[src/shared/lcb_pkg.sv]
package lcb_pkg;
	// ----------------------------------------
	// Bank pointer values
	// ----------------------------------------
	localparam logic [7:0] BANK_PRIMARY = 8'h00;
	localparam logic [7:0] BANK_SECONDARY = 8'hAA;
	localparam logic [7:0] BANK_INDIVIDUAL = 8'h01;
	localparam logic [7:0] BANK_BERT = 8'h02;
	localparam logic [4:0] OFF_BANK_POINTER = 5'h1F;
	// ----------------------------------------
	// Secondary bank offsets
	// ----------------------------------------
	localparam logic [4:0] OFF_RAIL_MODE = 5'h00;
	localparam logic [4:0] OFF_LINE_CODE = 5'h01;
	localparam logic [4:0] OFF_RX_POWER_DOWN = 5'h03;
	localparam logic [4:0] OFF_TX_POWER_DOWN = 5'h04;
	localparam logic [4:0] OFF_ZERO_RUN = 5'h05;
	localparam logic [4:0] OFF_CV_DISABLE = 5'h06;
	// ----------------------------------------
	// Individual bank offsets
	// ----------------------------------------
	localparam logic [4:0] OFF_ATTEN_ENABLE = 5'h00;
	localparam logic [4:0] OFF_ATTEN_POSITION = 5'h01;
	localparam logic [4:0] OFF_FIFO_DEPTH = 5'h02;
	localparam logic [4:0] OFF_FIFO_LIMIT = 5'h03;
	localparam logic [4:0] OFF_PROTECT_DISABLE = 5'h04;
	localparam logic [4:0] OFF_ALARM_ON_LOSS = 5'h05;
	localparam logic [4:0] OFF_MASTER_CLOCK = 5'h06;
	// ----------------------------------------
	// Primary bank globals (own offsets)
	// ----------------------------------------
	localparam logic [4:0] OFF_GLOBAL_CONFIG = 5'h0F;
	localparam logic [4:0] OFF_STATUS_CONTROL = 5'h1E;
	// Global config fields
	localparam int GC_ATTEN_ENABLE = 0;
	localparam int GC_ATTEN_POSITION = 1;
	localparam int GC_DEPTH = 3;
	localparam int GC_AMI = 4;
	localparam int GC_PROTECT = 5;
	localparam int GC_ALARM = 6;
	localparam int SC_CLEAR_ON_WRITE = 0;
	// Master clock fields
	localparam int MC_PLL_ENABLE = 0;
	localparam int MC_FREQ_FAMILY = 1;
	localparam int MC_PERIOD_LO = 2;
	localparam int MC_AUX_OUT_EN = 4;
	localparam int MC_LINE_OUT_EN = 5;
	localparam int MC_PLL_INPUT = 6;
	localparam logic [7:0] MC_WRITE_MASK = 8'h7F;
	localparam logic [7:0] SC_WRITE_MASK = 8'h03;
	localparam logic [7:0] GC_WRITE_MASK = 8'hFB;
	localparam logic [7:0] RESET_VALUE = 8'h00;
	// Jitter FIFO depths and trip margin
	localparam int FIFO_DEPTH_DEEP = 128;
	localparam int FIFO_DEPTH_SHALLOW = 32;
	localparam int FIFO_TRIP_MARGIN = 4;
endpackage

[src/lcb_config_bank.sv]
// Summary of operation
// - Rail bit one single-rail, zero dual-rail
// - Line bit selects AMI; global AMI overrides
// - Receive power-down bit powers receiver down
// - Transmit power-down bit powers transmitter down
// - Zero detect enabled only single-rail, substitution
// - Code-violation disable bit; HDB3 only, AMI ignores
// - Attenuator enable bit; global enable overrides
// - Position bit: one receive, zero transmit
// - Depth bit 128 else 32, global override
// - Latch trip flag within four bits, attenuator enabled in transmit only
// - Trip flag clears on read or write-one
// - Protection disable bit; global disable overrides
// - AIS on loss per channel, global overrides
// - PLL input master clock or recovered clock
// - Line clock output else loss indication
// - Aux clock output drives or tristates
// - Period and family bits declare master rate
// - PLL enable; off uses master clock directly
// - Global clear-on-write mode for latched flags
`timescale 1ns/100ps
`default_nettype none
module lcb_config_bank
	import lcb_pkg::*;
#(
	parameter int CHANNELS = 8,
	parameter int FILL_WIDTH = 8
) (
	// Clock and reset
	input wire logic clk_i,
	input wire logic rst_i,
	// Wishbone slave
	input wire logic cyc_i,
	input wire logic stb_i,
	input wire logic we_i,
	input wire logic [6:0] adr_i,
	input wire logic [3:0] sel_i,
	input wire logic [31:0] dat_i,
	output logic [31:0] dat_o,
	output logic ack_o,
	// Channel status from line side
	input wire logic [CHANNELS-1:0] rx_loss_i,
	input wire logic [CHANNELS*FILL_WIDTH-1:0] tx_fifo_fill_i,
	input wire logic [CHANNELS-1:0] line_rate_clock_i,
	input wire logic aux_clock_i,
	// Per-channel effective controls
	output logic [CHANNELS-1:0] single_rail_o,
	output logic [CHANNELS-1:0] ami_code_o,
	output logic [CHANNELS-1:0] rx_power_down_o,
	output logic [CHANNELS-1:0] tx_power_down_o,
	output logic [CHANNELS-1:0] zero_run_detect_o,
	output logic [CHANNELS-1:0] code_violation_detect_o,
	output logic [CHANNELS-1:0] atten_enable_o,
	output logic [CHANNELS-1:0] atten_in_rx_o,
	output logic [CHANNELS-1:0] fifo_deep_o,
	output logic [CHANNELS-1:0] short_protect_o,
	output logic [CHANNELS-1:0] send_alarm_o,
	// Master clock controls
	output logic pll_enable_o,
	output logic pll_from_recovered_o,
	output logic freq_family_t1_o,
	output logic [1:0] master_period_o,
	output logic line_rate_clock_out_o,
	output logic aux_clock_out_o,
	output logic aux_clock_out_oe_o
);

	// ----------------------------------------
	// Register storage
	// ----------------------------------------
	logic [7:0] bank_pointer_reg;
	logic [7:0] global_config_reg;
	logic [7:0] status_control_reg;
	logic [7:0] rail_mode_bits_reg;
	logic [7:0] line_code_bits_reg;
	logic [7:0] rx_power_down_bits_reg;
	logic [7:0] tx_power_down_bits_reg;
	logic [7:0] zero_run_detect_bits_reg;
	logic [7:0] code_violation_disable_bits_reg;
	logic [7:0] atten_enable_reg;
	logic [7:0] atten_position_reg;
	logic [7:0] fifo_depth_reg;
	logic [7:0] fifo_limit_trip_flag_reg;
	logic [7:0] protect_disable_reg;
	logic [7:0] alarm_on_loss_reg;
	logic [7:0] master_clock_select_reg;
	logic [CHANNELS-1:0] loss_meta_reg;
	logic [CHANNELS-1:0] loss_sync_reg;
	logic [CHANNELS-1:0] trip_now;
	logic [7:0] read_next;
	logic [4:0] offset;
	logic in_secondary;
	logic in_individual;
	logic access;
	logic wr;
	logic rd_trip;
	logic wr_trip;

	// ----------------------------------------
	// Bus decode
	// ----------------------------------------
	// Word addressed; the low lane carries all data
	assign offset = adr_i[6:2];
	assign access = cyc_i && stb_i && !ack_o;
	assign wr = access && we_i && sel_i[0];
	// Host picks the bank first; low offsets alias per bank
	assign in_secondary = (bank_pointer_reg == BANK_SECONDARY);
	assign in_individual = (bank_pointer_reg == BANK_INDIVIDUAL);
	assign rd_trip = access && !we_i && in_individual && (offset == OFF_FIFO_LIMIT);
	assign wr_trip = wr && in_individual && (offset == OFF_FIFO_LIMIT);

	// Single-cycle acknowledge, dropped the cycle after
	always_ff @(posedge clk_i) begin
		if (rst_i) begin
			ack_o <= 1'b0;
		end else begin
			ack_o <= access;
		end
	end

	// Read mux; unmapped offsets read zero
	always_comb begin
		read_next = 8'h00;
		if (offset == OFF_BANK_POINTER) begin
			read_next = bank_pointer_reg;
		end else if (offset == OFF_GLOBAL_CONFIG && !in_secondary && !in_individual) begin
			read_next = global_config_reg;
		end else if (offset == OFF_STATUS_CONTROL && !in_secondary && !in_individual) begin
			read_next = status_control_reg;
		end else if (in_secondary) begin
			case (offset)
				OFF_RAIL_MODE: read_next = rail_mode_bits_reg;
				OFF_LINE_CODE: read_next = line_code_bits_reg;
				OFF_RX_POWER_DOWN: read_next = rx_power_down_bits_reg;
				OFF_TX_POWER_DOWN: read_next = tx_power_down_bits_reg;
				OFF_ZERO_RUN: read_next = zero_run_detect_bits_reg;
				OFF_CV_DISABLE: read_next = code_violation_disable_bits_reg;
				default: read_next = 8'h00;
			endcase
		end else if (in_individual) begin
			case (offset)
				OFF_ATTEN_ENABLE: read_next = atten_enable_reg;
				OFF_ATTEN_POSITION: read_next = atten_position_reg;
				OFF_FIFO_DEPTH: read_next = fifo_depth_reg;
				OFF_FIFO_LIMIT: read_next = fifo_limit_trip_flag_reg;
				OFF_PROTECT_DISABLE: read_next = protect_disable_reg;
				OFF_ALARM_ON_LOSS: read_next = alarm_on_loss_reg;
				OFF_MASTER_CLOCK: read_next = master_clock_select_reg;
				default: read_next = 8'h00;
			endcase
		end
	end

	// Read data registered with the acknowledge
	always_ff @(posedge clk_i) begin
		if (rst_i) begin
			dat_o <= 32'h0000_0000;
		end else if (access && !we_i) begin
			dat_o <= {24'h000000, read_next};
		end
	end

	// ----------------------------------------
	// Writable registers
	// ----------------------------------------
	// Pointer register visible in every bank; global registers only outside the secondary and individual banks
	always_ff @(posedge clk_i) begin
		if (rst_i) begin
			bank_pointer_reg <= RESET_VALUE;
			global_config_reg <= RESET_VALUE;
			status_control_reg <= RESET_VALUE;
		end else if (wr) begin
			if (offset == OFF_BANK_POINTER) begin
				bank_pointer_reg <= dat_i[7:0];
			end
			if (offset == OFF_GLOBAL_CONFIG && !in_secondary && !in_individual) begin
				global_config_reg <= dat_i[7:0] & GC_WRITE_MASK;
			end
			if (offset == OFF_STATUS_CONTROL && !in_secondary && !in_individual) begin
				status_control_reg <= dat_i[7:0] & SC_WRITE_MASK;
			end
		end
	end

	// Secondary bank
	always_ff @(posedge clk_i) begin
		if (rst_i) begin
			rail_mode_bits_reg <= RESET_VALUE;
			line_code_bits_reg <= RESET_VALUE;
			rx_power_down_bits_reg <= RESET_VALUE;
			tx_power_down_bits_reg <= RESET_VALUE;
			zero_run_detect_bits_reg <= RESET_VALUE;
			code_violation_disable_bits_reg <= RESET_VALUE;
		end else if (wr && in_secondary) begin
			case (offset)
				OFF_RAIL_MODE: rail_mode_bits_reg <= dat_i[7:0];
				OFF_LINE_CODE: line_code_bits_reg <= dat_i[7:0];
				OFF_RX_POWER_DOWN: rx_power_down_bits_reg <= dat_i[7:0];
				OFF_TX_POWER_DOWN: tx_power_down_bits_reg <= dat_i[7:0];
				OFF_ZERO_RUN: zero_run_detect_bits_reg <= dat_i[7:0];
				OFF_CV_DISABLE: code_violation_disable_bits_reg <= dat_i[7:0];
				default: ;
			endcase
		end
	end

	// Individual bank
	always_ff @(posedge clk_i) begin
		if (rst_i) begin
			atten_enable_reg <= RESET_VALUE;
			atten_position_reg <= RESET_VALUE;
			fifo_depth_reg <= RESET_VALUE;
			protect_disable_reg <= RESET_VALUE;
			alarm_on_loss_reg <= RESET_VALUE;
			master_clock_select_reg <= RESET_VALUE;
		end else if (wr && in_individual) begin
			case (offset)
				OFF_ATTEN_ENABLE: atten_enable_reg <= dat_i[7:0];
				OFF_ATTEN_POSITION: atten_position_reg <= dat_i[7:0];
				OFF_FIFO_DEPTH: fifo_depth_reg <= dat_i[7:0];
				OFF_PROTECT_DISABLE: protect_disable_reg <= dat_i[7:0];
				OFF_ALARM_ON_LOSS: alarm_on_loss_reg <= dat_i[7:0];
				OFF_MASTER_CLOCK: master_clock_select_reg <= dat_i[7:0] & MC_WRITE_MASK;
				default: ;
			endcase
		end
	end

	// ----------------------------------------
	// Loss-of-signal synchroniser
	// ----------------------------------------
	// Loss comes from the line side, another timing domain
	always_ff @(posedge clk_i) begin
		if (rst_i) begin
			loss_meta_reg <= '0;
			loss_sync_reg <= '0;
		end else begin
			loss_meta_reg <= rx_loss_i;
			loss_sync_reg <= loss_meta_reg;
		end
	end

	// ----------------------------------------
	// Per-channel effective controls
	// ----------------------------------------
	genvar ch;
	generate
		for (ch = 0; ch < CHANNELS; ch++) begin : g_chan
			logic ami;
			logic deep;
			logic [FILL_WIDTH-1:0] fill;
			logic [FILL_WIDTH:0] limit;
			// Bit ch steers channel ch+1
			assign ami = global_config_reg[GC_AMI] | line_code_bits_reg[ch];
			assign deep = global_config_reg[GC_DEPTH] | fifo_depth_reg[ch];
			assign fill = tx_fifo_fill_i[ch*FILL_WIDTH +: FILL_WIDTH];
			assign limit = deep ? (FILL_WIDTH+1)'(FIFO_DEPTH_DEEP - FIFO_TRIP_MARGIN)
				: (FILL_WIDTH+1)'(FIFO_DEPTH_SHALLOW - FIFO_TRIP_MARGIN);
			// Trip only matters with the attenuator in the transmit path
			assign trip_now[ch] = atten_enable_o[ch] && !atten_in_rx_o[ch]
				&& ({1'b0, fill} >= limit);
			assign single_rail_o[ch] = rail_mode_bits_reg[ch];
			assign ami_code_o[ch] = ami;
			assign rx_power_down_o[ch] = rx_power_down_bits_reg[ch];
			assign tx_power_down_o[ch] = tx_power_down_bits_reg[ch];
			assign zero_run_detect_o[ch] = zero_run_detect_bits_reg[ch]
				&& rail_mode_bits_reg[ch] && !ami;
			// HDB3 decoding only; AMI code ignores the disable bit
			assign code_violation_detect_o[ch] = !ami
				&& !code_violation_disable_bits_reg[ch];
			assign atten_enable_o[ch] = global_config_reg[GC_ATTEN_ENABLE]
				| atten_enable_reg[ch];
			assign atten_in_rx_o[ch] = global_config_reg[GC_ATTEN_POSITION]
				| atten_position_reg[ch];
			assign fifo_deep_o[ch] = deep;
			assign short_protect_o[ch] = !(global_config_reg[GC_PROTECT]
				| protect_disable_reg[ch]);
			assign send_alarm_o[ch] = loss_sync_reg[ch] && (global_config_reg[GC_ALARM]
				| alarm_on_loss_reg[ch]);
		end
	endgenerate

	// ----------------------------------------
	// FIFO limit trip flags
	// ----------------------------------------
	// A new trip wins over a clear in the same cycle
	always_ff @(posedge clk_i) begin
		if (rst_i) begin
			fifo_limit_trip_flag_reg <= RESET_VALUE;
		end else begin
			if (status_control_reg[SC_CLEAR_ON_WRITE]) begin
				if (wr_trip) begin
					fifo_limit_trip_flag_reg <= (fifo_limit_trip_flag_reg & ~dat_i[7:0])
						| 8'(trip_now);
				end else begin
					fifo_limit_trip_flag_reg <= fifo_limit_trip_flag_reg | 8'(trip_now);
				end
			end else if (rd_trip) begin
				fifo_limit_trip_flag_reg <= 8'(trip_now);
			end else begin
				fifo_limit_trip_flag_reg <= fifo_limit_trip_flag_reg | 8'(trip_now);
			end
		end
	end

	// ----------------------------------------
	// Master clock controls
	// ----------------------------------------
	assign pll_enable_o = master_clock_select_reg[MC_PLL_ENABLE];
	assign pll_from_recovered_o = master_clock_select_reg[MC_PLL_INPUT];
	// Family bit only counts when the PLL is on; off means plain T1 clock; period passes through always
	assign freq_family_t1_o = !master_clock_select_reg[MC_PLL_ENABLE]
		|| master_clock_select_reg[MC_FREQ_FAMILY];
	assign master_period_o = master_clock_select_reg[MC_PERIOD_LO +: 2];

	// Output pins registered to avoid glitching the mux
	always_ff @(posedge clk_i) begin
		if (rst_i) begin
			line_rate_clock_out_o <= 1'b0;
			aux_clock_out_o <= 1'b0;
			aux_clock_out_oe_o <= 1'b0;
		end else begin
			line_rate_clock_out_o <= master_clock_select_reg[MC_LINE_OUT_EN]
				? line_rate_clock_i[0] : |loss_sync_reg;
			aux_clock_out_o <= aux_clock_i;
			aux_clock_out_oe_o <= master_clock_select_reg[MC_AUX_OUT_EN];
		end
	end

endmodule // lcb_config_bank
`default_nettype wire

[config.mk]
export PLATFORM = sky130hd
export DESIGN_NAME = lcb_config_bank
export DESIGN_NICKNAME = d
export VERILOG_FILES = /design/src/shared/lcb_pkg.sv /design/src/lcb_config_bank.sv
export SDC_FILE = /design/constraint.sdc
export NUM_CORES = 1
export LEC_CHECK = 0
export BUFFER_PORTS_ARGS = -buffer_cell sky130_fd_sc_hd__buf_2
export CORE_ASPECT_RATIO = 0.8
export CORE_MARGIN = 2
export CORE_UTILIZATION = 51
export DETAILED_ROUTE_END_ITERATION = 8
export MAX_ROUTING_LAYER = met4
export PLACE_DENSITY = 0.79
export SLEW_MARGIN = 20
export SYNTH_ARGS = -nofsm -noshare
export SYNTH_HDL_FRONTEND = slang
export SYNTH_SLANG_ARGS = --single-unit
[constraint.sdc]
create_clock -name clk_i -period 2.4 [get_ports clk_i]
set_input_delay 0.24 -clock clk_i [delete_from_list [all_inputs] [get_ports clk_i]]
set_output_delay 0.24 -clock clk_i [all_outputs]
set_load 0.05 [all_outputs]
==> flow_summary_export.csv <==
group,metric,value,unit
hold_path,hp-class,"in2reg",
route,vias,7393,
clocking,cts-buffers-inserted,17,
global_routing,first_global_vias,6767,
run_status,outcome,"completed",
timing,skew,0.00710,ns
route,drc,0,
global_routing,grt_max_degree,75,
floorplanning,core,0.0150,mm^2
global_routing,overflow,0,
timing,fin_tns_setup,0,ns
timing,setup_viol,0,
yosys,ys_ff_latch,148,
setup_path,critPathKind,"reg2reg",
timing,min_period,2.24,ns
yosys,yosys.area_share.adder,2.55,%
clocking,clock_latency,0.43,ns
global_routing,grt_pass1_wl,37.8,mm
layout,multi_input_comb_area,0.00424,mm^2
yosys,yosysSeqAreaShare,37.8,%
layout,nets,1209,
yosys,async_flop_share,0,%
yosys,synth_area_per_cell,8.62,um^2
setup_path,cp_slowest_stage_delay,0.52,ns
floorplanning,initial_utilization,52.3,%
clocking,clock_path_buffers,2,
pwr,clkPwrFrac,49.2,%
timing,drv_slew,0,
clocking,cts-root-buf,"clkbuf_16",
timing,whs,0.0189,ns
yosys,yosys_warnings,0,
yosys,synth_top_family_by_area,"simple AND/OR/NAND/NOR gates",
placed_design,place_congestion,1.03,
route,viasPerCell,5.84,
yosys,synth_simple_gate_area_share,22.9,%
pwr,peakVddDrop,0.431,mV
setup_path,crit_path_end_kind,"flop",
clocking,cts.sinks,148,
placed_design,io_buffers,181,
placed_design,dp_hpwl,17.6,mm
global_routing,antenna_found_initial,1,
pwr,powerDensity,620,mW/mm^2
yosys,synthDistinctLibCells,68,
setup_path,cp.arrival,2.52,ns
route,drt-initial-drc-count,893,
route,antenna_left,0,
layout,drive_gt1_share,30.1,%
timing,fmax,0.447,GHz
placed_design,placed_cells,1234,
timing,rsz0062_at_grt,"no",
floorplanning,die_h,115,um
yosys,yosys.area_share.xor_xnor,0,%
clocking,cts_tree,"done",
yosys,synth_flop_cell,"dfxtp_1",
setup_path,path_max_fanout,12,
floorplanning,ios,258,
setup_path,critPathLaunchType,"flop",
route,wl_per_cell,19.6,um
clocking,ctsResizeCount,0,
timing,final.period_utilization,93.1,%
yosys,synth_area,0.00785,mm^2
yosys,synth-edff-count,0,
clocking,postCtsHoldBufs,0,
layout,fillers,1306,
clocking,htreeDepth,4,
timing,hold_violations,0,
yosys,synth_compound_area_share,16.8,%
pwr,intPower,4.28,mW
timing,slew_headroom,55.4,%
pwr,p_seq_share,42.8,%
layout,instances_no_fill,1267,
timing,worst_slew_pin_slew,0.669,ns
setup_path,cp_slowest_cell,"and3_1",
floorplanning,row_count,40,
global_routing,gr-usage-all-layers,31.1,%
route,wirelength,24.9,mm
layout,regArea,0.00296,mm^2
setup_path,crit_top_cell,"buf_4",
floorplanning,die_x,143,um
pwr,p_sw,1.52,mW
flow_run,maxCapViolCount,0,
layout,area_growth,19.2,%
pwr,combPwrFrac,8.1,%
setup_path,path_cells,"nor4b_2 > buf_4 > and3_1 > buf_4 > nand3_2 > mux2i_1 > nor2_1",
route,first_pass_iters,6,
yosys,muxShareOfSynthArea,10.7,%
pwr,leakagePower,4.34,nW
clocking,clk_pin_slew,0.07,ns
pwr,swShare,26.2,%
setup_path,cp.required,2.69,ns
clocking,post_cts_buffers,0,
floorplanning,dieArea,0.0164,mm^2
yosys,synth_cells,910,
## synthesized netlist by cell type (all sizes together) (3+ instances only)
library cell,number,share of area (%)
nand4,7,1.1
dfxtp,148,38
mux2,14,2.0
or3,3,0.30
a21o,3,0.29
nor2,88,4.2
a2111oi,3,0.57
a22o,5,0.56
a211o,7,0.78
mux2i,59,7.5
clkbuf,35,1.9
a221oi,3,0.33
ha,16,2.6
a211oi,8,0.77
nand2,127,6.1
mux4,4,1.1
nor3,5,0.61
a41o,8,1.0
o2bb2ai,4,0.45
or2,33,2.6
a31oi,3,0.24
o21ai,4,0.26
a222oi,3,0.38
a2bb2oi,3,0.33
and3,9,0.72
inv,23,1.1
and2,5,0.40
nand3,33,2.5
o221ai,5,0.56
nand3b,9,1.0
a22oi,6,0.57
a32oi,5,0.56
a21oi,80,5.4
o41ai,3,0.33
buf,70,6.2
o211ai,13,1.2
o21a,8,0.77
nor2b,24,1.9
## path summary, 6_finish.rpt
path / to / startpoint / slack (ns) / depth (start not counted)
max: master_clock_select_reg[0] / bank_pointer_reg[1] / 0.16 / 7
min: loss_meta_reg[5] / rx_loss_i[5] / 0.02 / 2
max reg2reg: master_clock_select_reg[0] / bank_pointer_reg[1] / 0.16 / 7
min reg2reg: loss_sync_reg[2] / loss_meta_reg[2] / 0.44 / 1
## layer usage
| metal | share of wire, % | track usage (%) |
|---|---|---|
| met5 | 0 | - |
| met4 | 2.2 | 11.1 |
| met3 | 9.4 | 6.21 |
| met2 | 45 | 45.4 |
| met1 | 44 | 42.9 |
## power groups by stage
| stage | Combinational [mW] | Sequential, mW | Clock (mW) |
|---|---|---|---|
| 2_1_floorplan | 0.317 | 2.55 | 0 |
| 3_3_place_gp | 0.452 | 2.54 | 0 |
| 3_5_place_dp | 0.457 | 2.54 | 0 |
| 4_1_cts | 0.459 | 2.48 | 2.85 |
| 5_1_grt | 0.495 | 2.48 | 2.98 |
| 6_report | 0.468 | 2.48 | 2.85 |
## worst max-delay path: cells and delay by family, from the launching register on
| family | cells | cell delay (ns) |
|---|---|---|
| and+or+nand+nor | 4 | 1.09 |
| DFF | 1 | 0.34 |
| muxes | 1 | 0.26 |
| buffers and inverters | 2 | 0.40 |
## through the flow
step | utilization [%] | area [um^2] | power, mW | setup WS [ns]
2_1_floorplan | - | 7930 | 2.87 | 0.400
3_3_place_gp | 58.2 | 8730 | 2.99 | 0.248
3_5_place_dp | 58.2 | 8730 | 2.99 | 0.227
4_1_cts | 62.3 | 9350 | 5.79 | 0.203
5_1_grt | 62.3 | 9350 | 5.95 | 0.0398
6_report | 62.3 | 9350 | 5.80 | 0.164
## layout by cell type (no fill, tap or decap), types with 6 or more instances in the layout
| cell | instances |
|---|---|
| buf_2 | 180 |
| dfxtp_1 | 148 |
| nand2_1 | 127 |
| nor2_1 | 88 |
| a21oi_1 | 73 |
| mux2i_1 | 59 |
| buf_4 | 35 |
| or2_2 | 33 |
| nand3_1 | 29 |
| nor2b_1 | 24 |
| conb_1 | 24 |
| inv_1 | 23 |
| clkbuf_16 | 17 |
| ha_1 | 16 |
| mux2_2 | 14 |
| o211ai_1 | 13 |
| and3_1 | 9 |
| a41o_1 | 8 |
| nand3b_1 | 8 |
| a211oi_1 | 8 |
| o21a_1 | 8 |
| a211o_1 | 7 |
| a21oi_2 | 7 |
| a22oi_1 | 6 |
## cells by family (layout without fill, tap and decap cells)
kind of cell	count (synthesis)	in the layout
mux	77	77
other cells	1	25
flops	148	148
compound gates	186	186
buf+inv	128	272
simple gates	354	354
fa+ha+maj	16	16
## cell type report
type | instances | area share (%)
antenna | 1 | 0.0268
tap | 189 | 2.53
timing repair buffer | 217 | 12.9
clock inverter | 15 | 2.07
sequential | 148 | 31.7
inverter | 23 | 0.923
multi-input combinational | 657 | 45.4
clock buffer | 17 | 4.55
(Power assumes the default switching activity.)
